### src/rvec_pkg.sv
// Constants and types for reset sequencing and interrupt vectoring.
// Assumes a 20 MHz system clock and an 8-bit core with 9-bit program counter.
// Notes on behaviour
// - A source is taken only if its enable and the global enable are set.
// - Vectors: reset 0x000, external 0x001, timer wrap 0x002, comparator 0x003.
// - Lowest vector address wins; reset first, then the external request.
// - Reset causes: power applied, reset pin low, enabled watchdog expiry.
// - After the pin rises, the core stays halted for the startup delay.
// - At power-on the core is held for power-on period plus startup delay.
// - A pin still low after power-on extends the hold until release.
// - Watchdog expiry gives a one-cycle pulse; delay counts from its end.
// - Any reset restores registers, event status only at power-on; fetch then starts at address 0x000.
// - Taking an interrupt clears global enable; software or return sets it.
// - The source flag is cleared when its vector is loaded.
// - Writing one clears a clearable flag; zero bits stay unchanged.
// - General mask sits at 0x3B and timer mask at 0x39.
// - Bit 7 of the general mask always reads zero.
// - Entry takes 4 cycles at an instruction boundary, pushing the 9-bit PC.
// - Return takes 4 cycles popping PC; one instruction runs before next entry.
package rvec_pkg;
  localparam int unsigned CLK_HZ = 20_000_000;
  localparam int unsigned TOUT_MS = 16;
  localparam int unsigned POR_MS = 3;
  localparam int unsigned TOUT_CYC = TOUT_MS * (CLK_HZ / 1000);
  localparam int unsigned POR_CYC = POR_MS * (CLK_HZ / 1000);
  localparam int unsigned CNT_W = 20;
  localparam logic [2:0] ENTRY_CYC = 3'h4;
  localparam logic [2:0] RET_CYC = 3'h4;
  localparam int unsigned PC_W = 9;
  localparam int unsigned STACK_DEPTH = 3;
  localparam int unsigned NSRC = 3;
  localparam logic [5:0] OFS_GLOBAL = 6'h3F;
  localparam logic [5:0] OFS_GEN_MASK = 6'h3B;
  localparam logic [5:0] OFS_TMR_MASK = 6'h39;
  localparam logic [5:0] OFS_TMR_FLAG = 6'h38;
  localparam logic [5:0] OFS_CTRL = 6'h30;
  localparam logic [5:0] OFS_EVT_STAT = 6'h31;
  localparam logic [5:0] OFS_EVT_MASK = 6'h32;
  localparam int unsigned GLOBAL_IE_BIT = 7;
  localparam int unsigned GEN_EXT_BIT = 6;
  localparam int unsigned TMR_WRAP_BIT = 1;
  localparam int unsigned CTL_CMP_EN_BIT = 0;
  localparam int unsigned CTL_WDT_EN_BIT = 1;
  localparam int unsigned CTL_CMP_FLAG_BIT = 4;
  localparam int unsigned EVT_POR_BIT = 3;
  localparam int unsigned EVT_PIN_BIT = 4;
  localparam int unsigned EVT_WDT_BIT = 5;
  localparam logic [8:0] VEC_RESET = 9'h000;
  localparam logic [8:0] VEC_EXT = 9'h001;
  localparam logic [8:0] VEC_TMR = 9'h002;
  localparam logic [8:0] VEC_CMP = 9'h003;
  localparam logic [5:0] EVT_RST = 6'h08;
  localparam logic [2:0] SYNC_RST = 3'h7;
  typedef enum logic [2:0] {RS_POR, RS_PIN, RS_WDT, RS_TOUT, RS_RUN} rvec_rst_t;
  typedef enum logic [1:0] {IS_IDLE, IS_ENTRY, IS_RET} rvec_irq_t;
endpackage

### src/rvec_ctrl.sv
// Reset sequencer and interrupt vectoring unit for a small 8-bit core.
// Assumes rstn_i is the power-on reset; core_ready_i marks instruction boundaries.
//
// Local design decision: the strobed register port.
`timescale 1ns/1ps
module rvec_ctrl #(
  parameter int unsigned TOUT_CYCLES = rvec_pkg::TOUT_CYC,
  parameter int unsigned POR_CYCLES = rvec_pkg::POR_CYC
) (
  input wire logic core_clk_i,
  input wire logic rstn_i,
  input wire logic reset_pin_n_i,
  input wire logic ext_request_line_zero_n_i,
  input wire logic timer_wrap_event_i,
  input wire logic comparator_event_i,
  input wire logic wdt_expire_i,
  input wire logic core_ready_i,
  input wire logic return_from_handler_i,
  input wire logic [rvec_pkg::PC_W-1:0] core_pc_i,
  input wire logic [5:0] reg_addr_i,
  input wire logic [7:0] reg_wdata_i,
  input wire logic reg_we_i,
  input wire logic reg_re_i,
  output logic [7:0] reg_rdata_o,
  output logic core_rst_o,
  output logic core_hold_o,
  output logic wdt_rst_pulse_o,
  output logic vec_load_o,
  output logic [rvec_pkg::PC_W-1:0] vec_addr_o,
  output logic irq_o
);
  import rvec_pkg::*;

  typedef struct packed {
    logic [2:0] pin_sync;
    logic pin_f;
    logic [2:0] ext_sync;
    logic ext_f;
    rvec_rst_t rs;
    logic [CNT_W-1:0] cnt;
    logic wdt_pulse;
    logic gie;
    logic gen_ext_en;
    logic tmr_en;
    logic cmp_en;
    logic wdt_en;
    logic [NSRC-1:0] flag;
    logic [5:0] evt;
    logic [5:0] evt_mask;
    rvec_irq_t is;
    logic [2:0] icnt;
    logic [1:0] win;
    logic post;
    logic [7:0] rdata;
    logic core_rst;
    logic core_hold;
    logic vec_load;
    logic [PC_W-1:0] vec_addr;
    logic irq;
  } rvec_state_t;

  localparam logic [NSRC-1:0][PC_W-1:0] VEC_TAB = {VEC_CMP, VEC_TMR, VEC_EXT};
  localparam logic [CNT_W-1:0] TOUT_LD = CNT_W'(TOUT_CYCLES - 1);
  localparam logic [CNT_W-1:0] POR_LD = CNT_W'(POR_CYCLES - 1);

  rvec_state_t q;
  rvec_state_t d;
  logic push;
  logic pop;
  logic [PC_W-1:0] stk_top;
  logic [NSRC-1:0] src_set;
  logic [NSRC-1:0] flag_clr;
  logic [NSRC-1:0] src_en;
  logic [NSRC-1:0] pend;
  logic [1:0] win;
  logic [5:0] evt_set;
  logic [5:0] evt_clr;
  logic wr;

  rvec_stack #(
    .DEPTH(STACK_DEPTH),
    .W(PC_W)
  ) u_stack (
    .core_clk_i(core_clk_i),
    .rstn_i(rstn_i),
    .push_i(push),
    .pop_i(pop),
    .pc_i(core_pc_i),
    .top_o(stk_top)
  );

  always_comb begin
    d = q;
    push = 1'b0;
    pop = 1'b0;
    flag_clr = '0;
    evt_set = '0;
    evt_clr = '0;
    wr = reg_we_i && (q.rs == RS_RUN);
    d.wdt_pulse = 1'b0;
    d.vec_load = 1'b0;
    d.rdata = 8'h00;

    // Pin filters: change taken once stages two and three agree
    d.pin_sync = {q.pin_sync[1:0], reset_pin_n_i};
    d.ext_sync = {q.ext_sync[1:0], ext_request_line_zero_n_i};
    if (q.pin_sync[1] == q.pin_sync[2]) begin
      d.pin_f = q.pin_sync[2];
    end
    if (q.ext_sync[1] == q.ext_sync[2]) begin
      d.ext_f = q.ext_sync[2];
    end

    // Source requests and enables
    src_set[0] = !q.ext_f;
    src_set[1] = timer_wrap_event_i;
    src_set[2] = comparator_event_i;
    src_en = {q.cmp_en, q.tmr_en, q.gen_ext_en};
    pend = q.flag & src_en;
    win = 2'h0;
    for (int i = NSRC - 1; i >= 0; i--) begin
      if (pend[i]) begin
        win = 2'(i);
      end
    end

    // Reset sequencer
    case (q.rs)
      RS_POR: begin
        if (q.cnt != '0) begin
          d.cnt = q.cnt - 1'b1;
        end else if (!q.pin_f) begin
          d.rs = RS_PIN;
        end else begin
          d.rs = RS_TOUT;
          d.cnt = TOUT_LD;
        end
      end
      RS_PIN: begin
        if (q.pin_f) begin
          d.rs = RS_TOUT;
          d.cnt = TOUT_LD;
        end
      end
      RS_WDT: begin
        d.rs = RS_TOUT;
        d.cnt = TOUT_LD;
      end
      RS_TOUT: begin
        if (!q.pin_f) begin
          d.rs = RS_PIN;
          evt_set[EVT_PIN_BIT] = 1'b1;
        end else if (q.cnt != '0) begin
          d.cnt = q.cnt - 1'b1;
        end else begin
          d.rs = RS_RUN;
          d.vec_load = 1'b1;
          d.vec_addr = VEC_RESET;
        end
      end
      RS_RUN: begin
        if (!q.pin_f) begin
          d.rs = RS_PIN;
          evt_set[EVT_PIN_BIT] = 1'b1;
        end else if (wdt_expire_i && q.wdt_en) begin
          d.rs = RS_WDT;
          d.wdt_pulse = 1'b1;
          evt_set[EVT_WDT_BIT] = 1'b1;
        end
      end
      default: begin
        d.rs = RS_POR;
        d.cnt = POR_LD;
      end
    endcase

    // Register writes
    if (wr) begin
      case (reg_addr_i)
        OFS_GLOBAL: begin
          d.gie = reg_wdata_i[GLOBAL_IE_BIT];
        end
        OFS_GEN_MASK: begin
          d.gen_ext_en = reg_wdata_i[GEN_EXT_BIT];
        end
        OFS_TMR_MASK: begin
          d.tmr_en = reg_wdata_i[TMR_WRAP_BIT];
        end
        OFS_TMR_FLAG: begin
          flag_clr[1] = reg_wdata_i[TMR_WRAP_BIT];
        end
        OFS_CTRL: begin
          d.cmp_en = reg_wdata_i[CTL_CMP_EN_BIT];
          d.wdt_en = reg_wdata_i[CTL_WDT_EN_BIT];
          flag_clr[2] = reg_wdata_i[CTL_CMP_FLAG_BIT];
        end
        OFS_EVT_STAT: begin
          evt_clr = reg_wdata_i[5:0];
        end
        OFS_EVT_MASK: begin
          d.evt_mask = reg_wdata_i[5:0];
        end
        default: begin
        end
      endcase
    end

    // Interrupt entry and return
    if (core_ready_i) begin
      d.post = 1'b0;
    end
    case (q.is)
      IS_IDLE: begin
        if (q.rs != RS_RUN) begin
          d.is = IS_IDLE;
        end else if (return_from_handler_i) begin
          d.is = IS_RET;
          d.icnt = RET_CYC - 3'h1;
        end else if (core_ready_i && q.gie && (pend != '0) && !q.post) begin
          d.is = IS_ENTRY;
          d.icnt = ENTRY_CYC - 3'h1;
          d.win = win;
          d.gie = 1'b0;
          push = 1'b1;
        end
      end
      IS_ENTRY: begin
        if (q.icnt != 3'h0) begin
          d.icnt = q.icnt - 3'h1;
        end else begin
          d.is = IS_IDLE;
          d.vec_load = 1'b1;
          d.vec_addr = VEC_TAB[q.win];
          flag_clr[q.win] = 1'b1;
        end
      end
      IS_RET: begin
        if (q.icnt != 3'h0) begin
          d.icnt = q.icnt - 3'h1;
        end else begin
          d.is = IS_IDLE;
          d.vec_load = 1'b1;
          d.vec_addr = stk_top;
          pop = 1'b1;
          d.gie = 1'b1;
          d.post = 1'b1;
        end
      end
      default: begin
        d.is = IS_IDLE;
      end
    endcase

    // Pending flags: a new request beats a write or vector clear
    d.flag = (q.flag & ~flag_clr) | src_set;
    evt_set[NSRC-1:0] = src_set;
    d.evt = (q.evt & ~evt_clr) | evt_set;

    // Any internal reset restores registers except event status
    if (d.rs != RS_RUN) begin
      d.gie = 1'b0;
      d.gen_ext_en = 1'b0;
      d.tmr_en = 1'b0;
      d.cmp_en = 1'b0;
      d.wdt_en = 1'b0;
      d.flag = '0;
      d.evt_mask = '0;
      d.is = IS_IDLE;
      d.icnt = 3'h0;
      d.post = 1'b0;
    end

    // Register reads, answered one cycle later
    if (reg_re_i) begin
      case (reg_addr_i)
        OFS_GLOBAL: begin
          d.rdata[GLOBAL_IE_BIT] = q.gie;
        end
        OFS_GEN_MASK: begin
          d.rdata[GEN_EXT_BIT] = q.gen_ext_en;
        end
        OFS_TMR_MASK: begin
          d.rdata[TMR_WRAP_BIT] = q.tmr_en;
        end
        OFS_TMR_FLAG: begin
          d.rdata[TMR_WRAP_BIT] = q.flag[1];
        end
        OFS_CTRL: begin
          d.rdata[CTL_CMP_EN_BIT] = q.cmp_en;
          d.rdata[CTL_WDT_EN_BIT] = q.wdt_en;
          d.rdata[CTL_CMP_FLAG_BIT] = q.flag[2];
        end
        OFS_EVT_STAT: begin
          d.rdata[5:0] = q.evt;
        end
        OFS_EVT_MASK: begin
          d.rdata[5:0] = q.evt_mask;
        end
        default: begin
          d.rdata = 8'h00;
        end
      endcase
    end

    d.core_rst = (d.rs != RS_RUN);
    d.core_hold = (d.is != IS_IDLE);
    d.irq = |(d.evt & d.evt_mask);
  end

  always_ff @(posedge core_clk_i or negedge rstn_i) begin
    if (!rstn_i) begin
      q <= '0;
      q.pin_sync <= SYNC_RST;
      q.pin_f <= 1'b1;
      q.ext_sync <= SYNC_RST;
      q.ext_f <= 1'b1;
      q.rs <= RS_POR;
      q.cnt <= POR_LD;
      q.is <= IS_IDLE;
      q.evt <= EVT_RST;
      q.core_rst <= 1'b1;
    end else begin
      q <= d;
    end
  end

  assign reg_rdata_o = q.rdata;
  assign core_rst_o = q.core_rst;
  assign core_hold_o = q.core_hold;
  assign wdt_rst_pulse_o = q.wdt_pulse;
  assign vec_load_o = q.vec_load;
  assign vec_addr_o = q.vec_addr;
  assign irq_o = q.irq;
endmodule

### src/rvec_stack.sv
// Return address stack, overwriting the oldest entry when full.
// Assumes push and pop never come in the same cycle.
`timescale 1ns/1ps
module rvec_stack #(
  parameter int unsigned DEPTH = rvec_pkg::STACK_DEPTH,
  parameter int unsigned W = rvec_pkg::PC_W
) (
  input wire logic core_clk_i,
  input wire logic rstn_i,
  input wire logic push_i,
  input wire logic pop_i,
  input wire logic [W-1:0] pc_i,
  output logic [W-1:0] top_o
);
  import rvec_pkg::*;
  typedef struct packed {
    logic [DEPTH-1:0][W-1:0] lvl;
  } rvec_stk_t;
  rvec_stk_t q;
  rvec_stk_t d;
  always_comb begin
    d = q;
    if (push_i) begin
      for (int i = DEPTH - 1; i > 0; i--) begin
        d.lvl[i] = q.lvl[i-1];
      end
      d.lvl[0] = pc_i;
    end else if (pop_i) begin
      for (int i = 0; i < DEPTH - 1; i++) begin
        d.lvl[i] = q.lvl[i+1];
      end
    end
  end
  always_ff @(posedge core_clk_i or negedge rstn_i) begin
    if (!rstn_i) begin
      q <= '0;
    end else begin
      q <= d;
    end
  end
  assign top_o = q.lvl[0];
endmodule

### config.mk
export PLATFORM = sky130hd
export DESIGN_NAME = rvec_ctrl
export DESIGN_NICKNAME = d
export VERILOG_FILES = /design/src/rvec_pkg.sv /design/src/rvec_ctrl.sv /design/src/rvec_stack.sv
export SDC_FILE = /design/constraint.sdc
export NUM_CORES = 1
export LEC_CHECK = 0
export ABC_CLOCK_PERIOD_IN_PS = 3000
export BUFFER_PORTS_ARGS = -buffer_cell sky130_fd_sc_hd__buf_2
export CAP_MARGIN = 0
export CORE_ASPECT_RATIO = 1.1
export CORE_MARGIN = 1.5
export CORE_UTILIZATION = 45
export DETAILED_ROUTE_END_ITERATION = 7
export HOLD_SLACK_MARGIN = 0.08
export PLACE_DENSITY_LB_ADDON = 0.15
export SLEW_MARGIN = 5
export SYNTH_ARGS = -nofsm -noshare
export SYNTH_HDL_FRONTEND = slang
export SYNTH_SLANG_ARGS = --single-unit
### constraint.sdc
create_clock -name core_clk_i -period 3 [get_ports core_clk_i]
set_clock_uncertainty 0.2 [all_clocks]
set_input_delay 0.45 -clock core_clk_i [delete_from_list [all_inputs] [get_ports core_clk_i]]
set_output_delay 0.45 -clock core_clk_i [all_outputs]
set_load 0.01 [all_outputs]
==> impl_metrics.csv <==
group,metric,value,unit
synth,synth_top_area_share,38.8,%
placed_design,dp_cells,763,
global_routing,grt_max_degree,57,
clock_network,cts_buffer_depth,2,
worst_setup_path,crit_path_start_kind,"flop",
synth,ys_top_cells_by_area,"dfrtp_1 (39%), dfstp_2 (9.8%), mux2i_1 (5.7%), o21ai_0 (4.3%), nand2_1 (3.9%)",
global_routing,antenna_found_initial,0,
synth,synth.avg_cell_area,9.73,um2
synth,netlist_area,5610,um2
flow_run,drv_cap,0,
timing,tns,0,ps
clock_network,cts_resized,0,
power,p_per_area,555,nW/um2
synth,syn_inst,577,
synth,ys_async_sr_fraction,100,%
synth,synth_top_cell_by_area,"dfrtp_1",
final_layout,fillers,1143,
synth,synth_edf_count,0,
power,leakagePower,2.86,nW
route,vias,4411,
worst_setup_path,crit_fanout,13,
clock_network,cts_setup_buffers,0,
placed_design,port-buffer-count,55,
synth,synthTopCellsByCount,"dfrtp_1 (87), nand2_1 (59), nor2_1 (58)",
final_layout,instances_no_fill,782,
synth,yosysUniqueCellTypes,68,
clock_network,path_clk_slew,70,ps
power,irDropWorstVdd,0.329,mV
global_routing,grt_pass1_wl,21600,um
worst_hold_path,min_path_type,"in2reg",
global_routing,grt_overflow,0,
route,drtAntennaViolNets,0,
die,fp.dieW,109,um
timing,tightest_slew,662,ps
final_layout,layout-drive-gt1-share,22.6,%
synth,synth_ff_type,"dfrtp_1",
timing,fin_crit_sh,95.4,%
worst_setup_path,setup.worst_path.end_class,"flop",
die,die_y,120,um
global_routing,gr-usage-all-layers,21.0,%
die,rows,42,
power,p_clk_share,37.1,%
timing,final_max_slew_viol_count,0,
route,drt-vias-per-instance,5.64,
timing,fin_crit,2860,ps
route,firstDrtPassIters,4,
die,coreArea,12100,um2
route,routed_wl,12900,um
timing,finalSetupViolCount,0,
die,start_util,46.4,%
clock_network,htreeDepth,3,
global_routing,grt_pass1_vias,4329,
synth,yosysSeqAreaShare,48.6,%
die,num_io_pins,56,
power,p_sw,0.000965,W
final_layout,insertedDiodeCount,0,
power,p_seq_share,48.2,%
synth,synthMostInstantiatedCell,"dfrtp_1",
worst_setup_path,crit_required,3080,ps
clock_network,cts_root_buf,"clkbuf_16",
die,die_area,13200,um2
placed_design,dpl.hpwl,9140,um
timing,fmax,0.350,GHz
clock_network,hold_buffers,3,
timing,hold_viol_final,0,
clock_network,clk-insertion-delay-late,350,ps
power,p_int,0.00257,W
synth,syn_nets,621,
clock_network,cts_tree,"built",
power,p_sw_share,27.3,%
route,wl_per_cell,16.5,um
synth,yosysWarnings,0,
power,combinationalPowerShare,14.7,%
run_status,status,"finished, final reports clean",
clock_network,numClockSinks,108,
worst_setup_path,arrival,2940,ps
timing,slew_headroom,55.9,%
route,drt_iter0_markers,261,
final_layout,final_util,52.8,%
worst_setup_path,crit_type,"reg2reg",
synth,ys_seq_elements,108,
clock_network,numCtsBuffers,9,
placed_design,gp_congestion,0.867,
final_layout,final_nets,667,
route,post-route-drc-count,0,
final_layout,syn_to_final_growth,13.6,%
timing,grt_setup_unrepaired,"false",
cells by family after synthesis:
logic type | after synthesis | synth area share (%)
simple gates | 195 | 17.1
mux | 44 | 8.11
buf+inv | 69 | 6.26
compound gates | 149 | 17.3
fa+ha+maj | 12 | 2.59
flops | 108 | 48.6
layout make-up:
type	instances	area, um2	share of cell area [%]
clock buffer	11	243	3.81
multi-input combinational	400	2530	39.7
clock inverter	5	82.6	1.29
timing repair buffer	83	520	8.16
tap	154	193	3.02
inverter	21	78.8	1.24
sequential	108	2730	42.8
cell usage in the layout (no fill, tap or decap), types with 3 or more instances in the layout:
| cell type | n |
|---|---|
| nand3_1 | 11 |
| clkbuf_16 | 9 |
| dfrtp_1 | 87 |
| inv_1 | 21 |
| nor2_1 | 58 |
| nand4_1 | 6 |
| a22oi_1 | 7 |
| a21oi_1 | 24 |
| nor4_1 | 3 |
| mux2i_1 | 32 |
| o22a_1 | 5 |
| nor3_1 | 14 |
| a22o_1 | 7 |
| a31oi_1 | 9 |
| mux2_2 | 12 |
| o21ai_0 | 48 |
| o2bb2ai_1 | 3 |
| o31ai_1 | 4 |
| nand2_1 | 59 |
| a211oi_1 | 5 |
| buf_4 | 24 |
| and3_1 | 5 |
| dlygate4sd3_1 | 3 |
| nand4b_1 | 3 |
| o21a_1 | 3 |
| o22ai_1 | 7 |
| nand2b_1 | 4 |
| ha_1 | 10 |
| o2111ai_1 | 3 |
| buf_2 | 54 |
| nor2b_1 | 8 |
| dfstp_2 | 21 |
critical path, cell delays in order (launching register included):
cell and delay [ps]:
dfrtp_1 380, or4_4 560, or4_4 430, or3_1 470
o21ai_2 180, nand2_2 200, buf_4 260, nor2_1 120
per-stage QoR:
step / setup slack, ps / power [W] / area [um2] / hold WS [ps]
6_report: 139 / 0.00354 / 6380 / 103
5_1_grt: 24.9 / 0.00369 / 6380 / 107
4_1_cts: 148 / 0.00355 / 6380 / 97.3
3_5_place_dp: 171 / 0.00224 / 6020 / 147
3_3_place_gp: 209 / 0.00223 / 6020 / 147
2_1_floorplan: 174 / 0.00203 / 5610 / -45.6
path summary, 6_finish.rpt:
kind	endpoint	startpoint	slack, ps	depth (start not counted)
min in group asynchronous	u_stack.q[14]$_DFFE_PN0P_	rstn_i	500	2
max reg2reg	q[43]$_DFF_PN0_	q[62]$_DFFE_PN0P_	140	7
min reg2reg	d[76]$_DFF_PN1_	d[75]$_DFF_PN1_	160	0
max	q[43]$_DFF_PN0_	q[62]$_DFFE_PN0P_	140	7
max in group asynchronous	q[50]$_DFFE_PN1P_	rstn_i	1310	3
min	u_stack.top_o[6]$_DFFE_PN0P_	core_pc_i[6]	100	3
sequential cells by signal, indices dropped and copies added, names as in the netlist, 4 cells and up:
name,flops
q,55
vec_addr_o,9
d,4
u_stack.top_o,9
reg_rdata_o,8
u_stack.q,18
power by group through the flow:
stage / logic, W / clock network, W / registers [W]
after floorplan: 0.000333 / 0 / 0.00170
after global placement: 0.000502 / 0 / 0.00172
after detailed placement: 0.000513 / 0 / 0.00173
after CTS: 0.000519 / 0.00133 / 0.00170
after global routing: 0.000580 / 0.00140 / 0.00172
final: 0.000519 / 0.00131 / 0.00171
metal layers:
| metal | global-route usage (%) | wire [um] | vias up |
|---|---|---|---|
| met5 | 0 | 0 | - |
| met2 | 32.0 | 6020 | 98 |
| met4 | 8.04 | 257 | 0 |
| met1 | 30.2 | 6170 | 2153 |
| met3 | 2.99 | 471 | 20 |
| li1 | - | - | 2140 |
(Power assumes the default switching activity.)
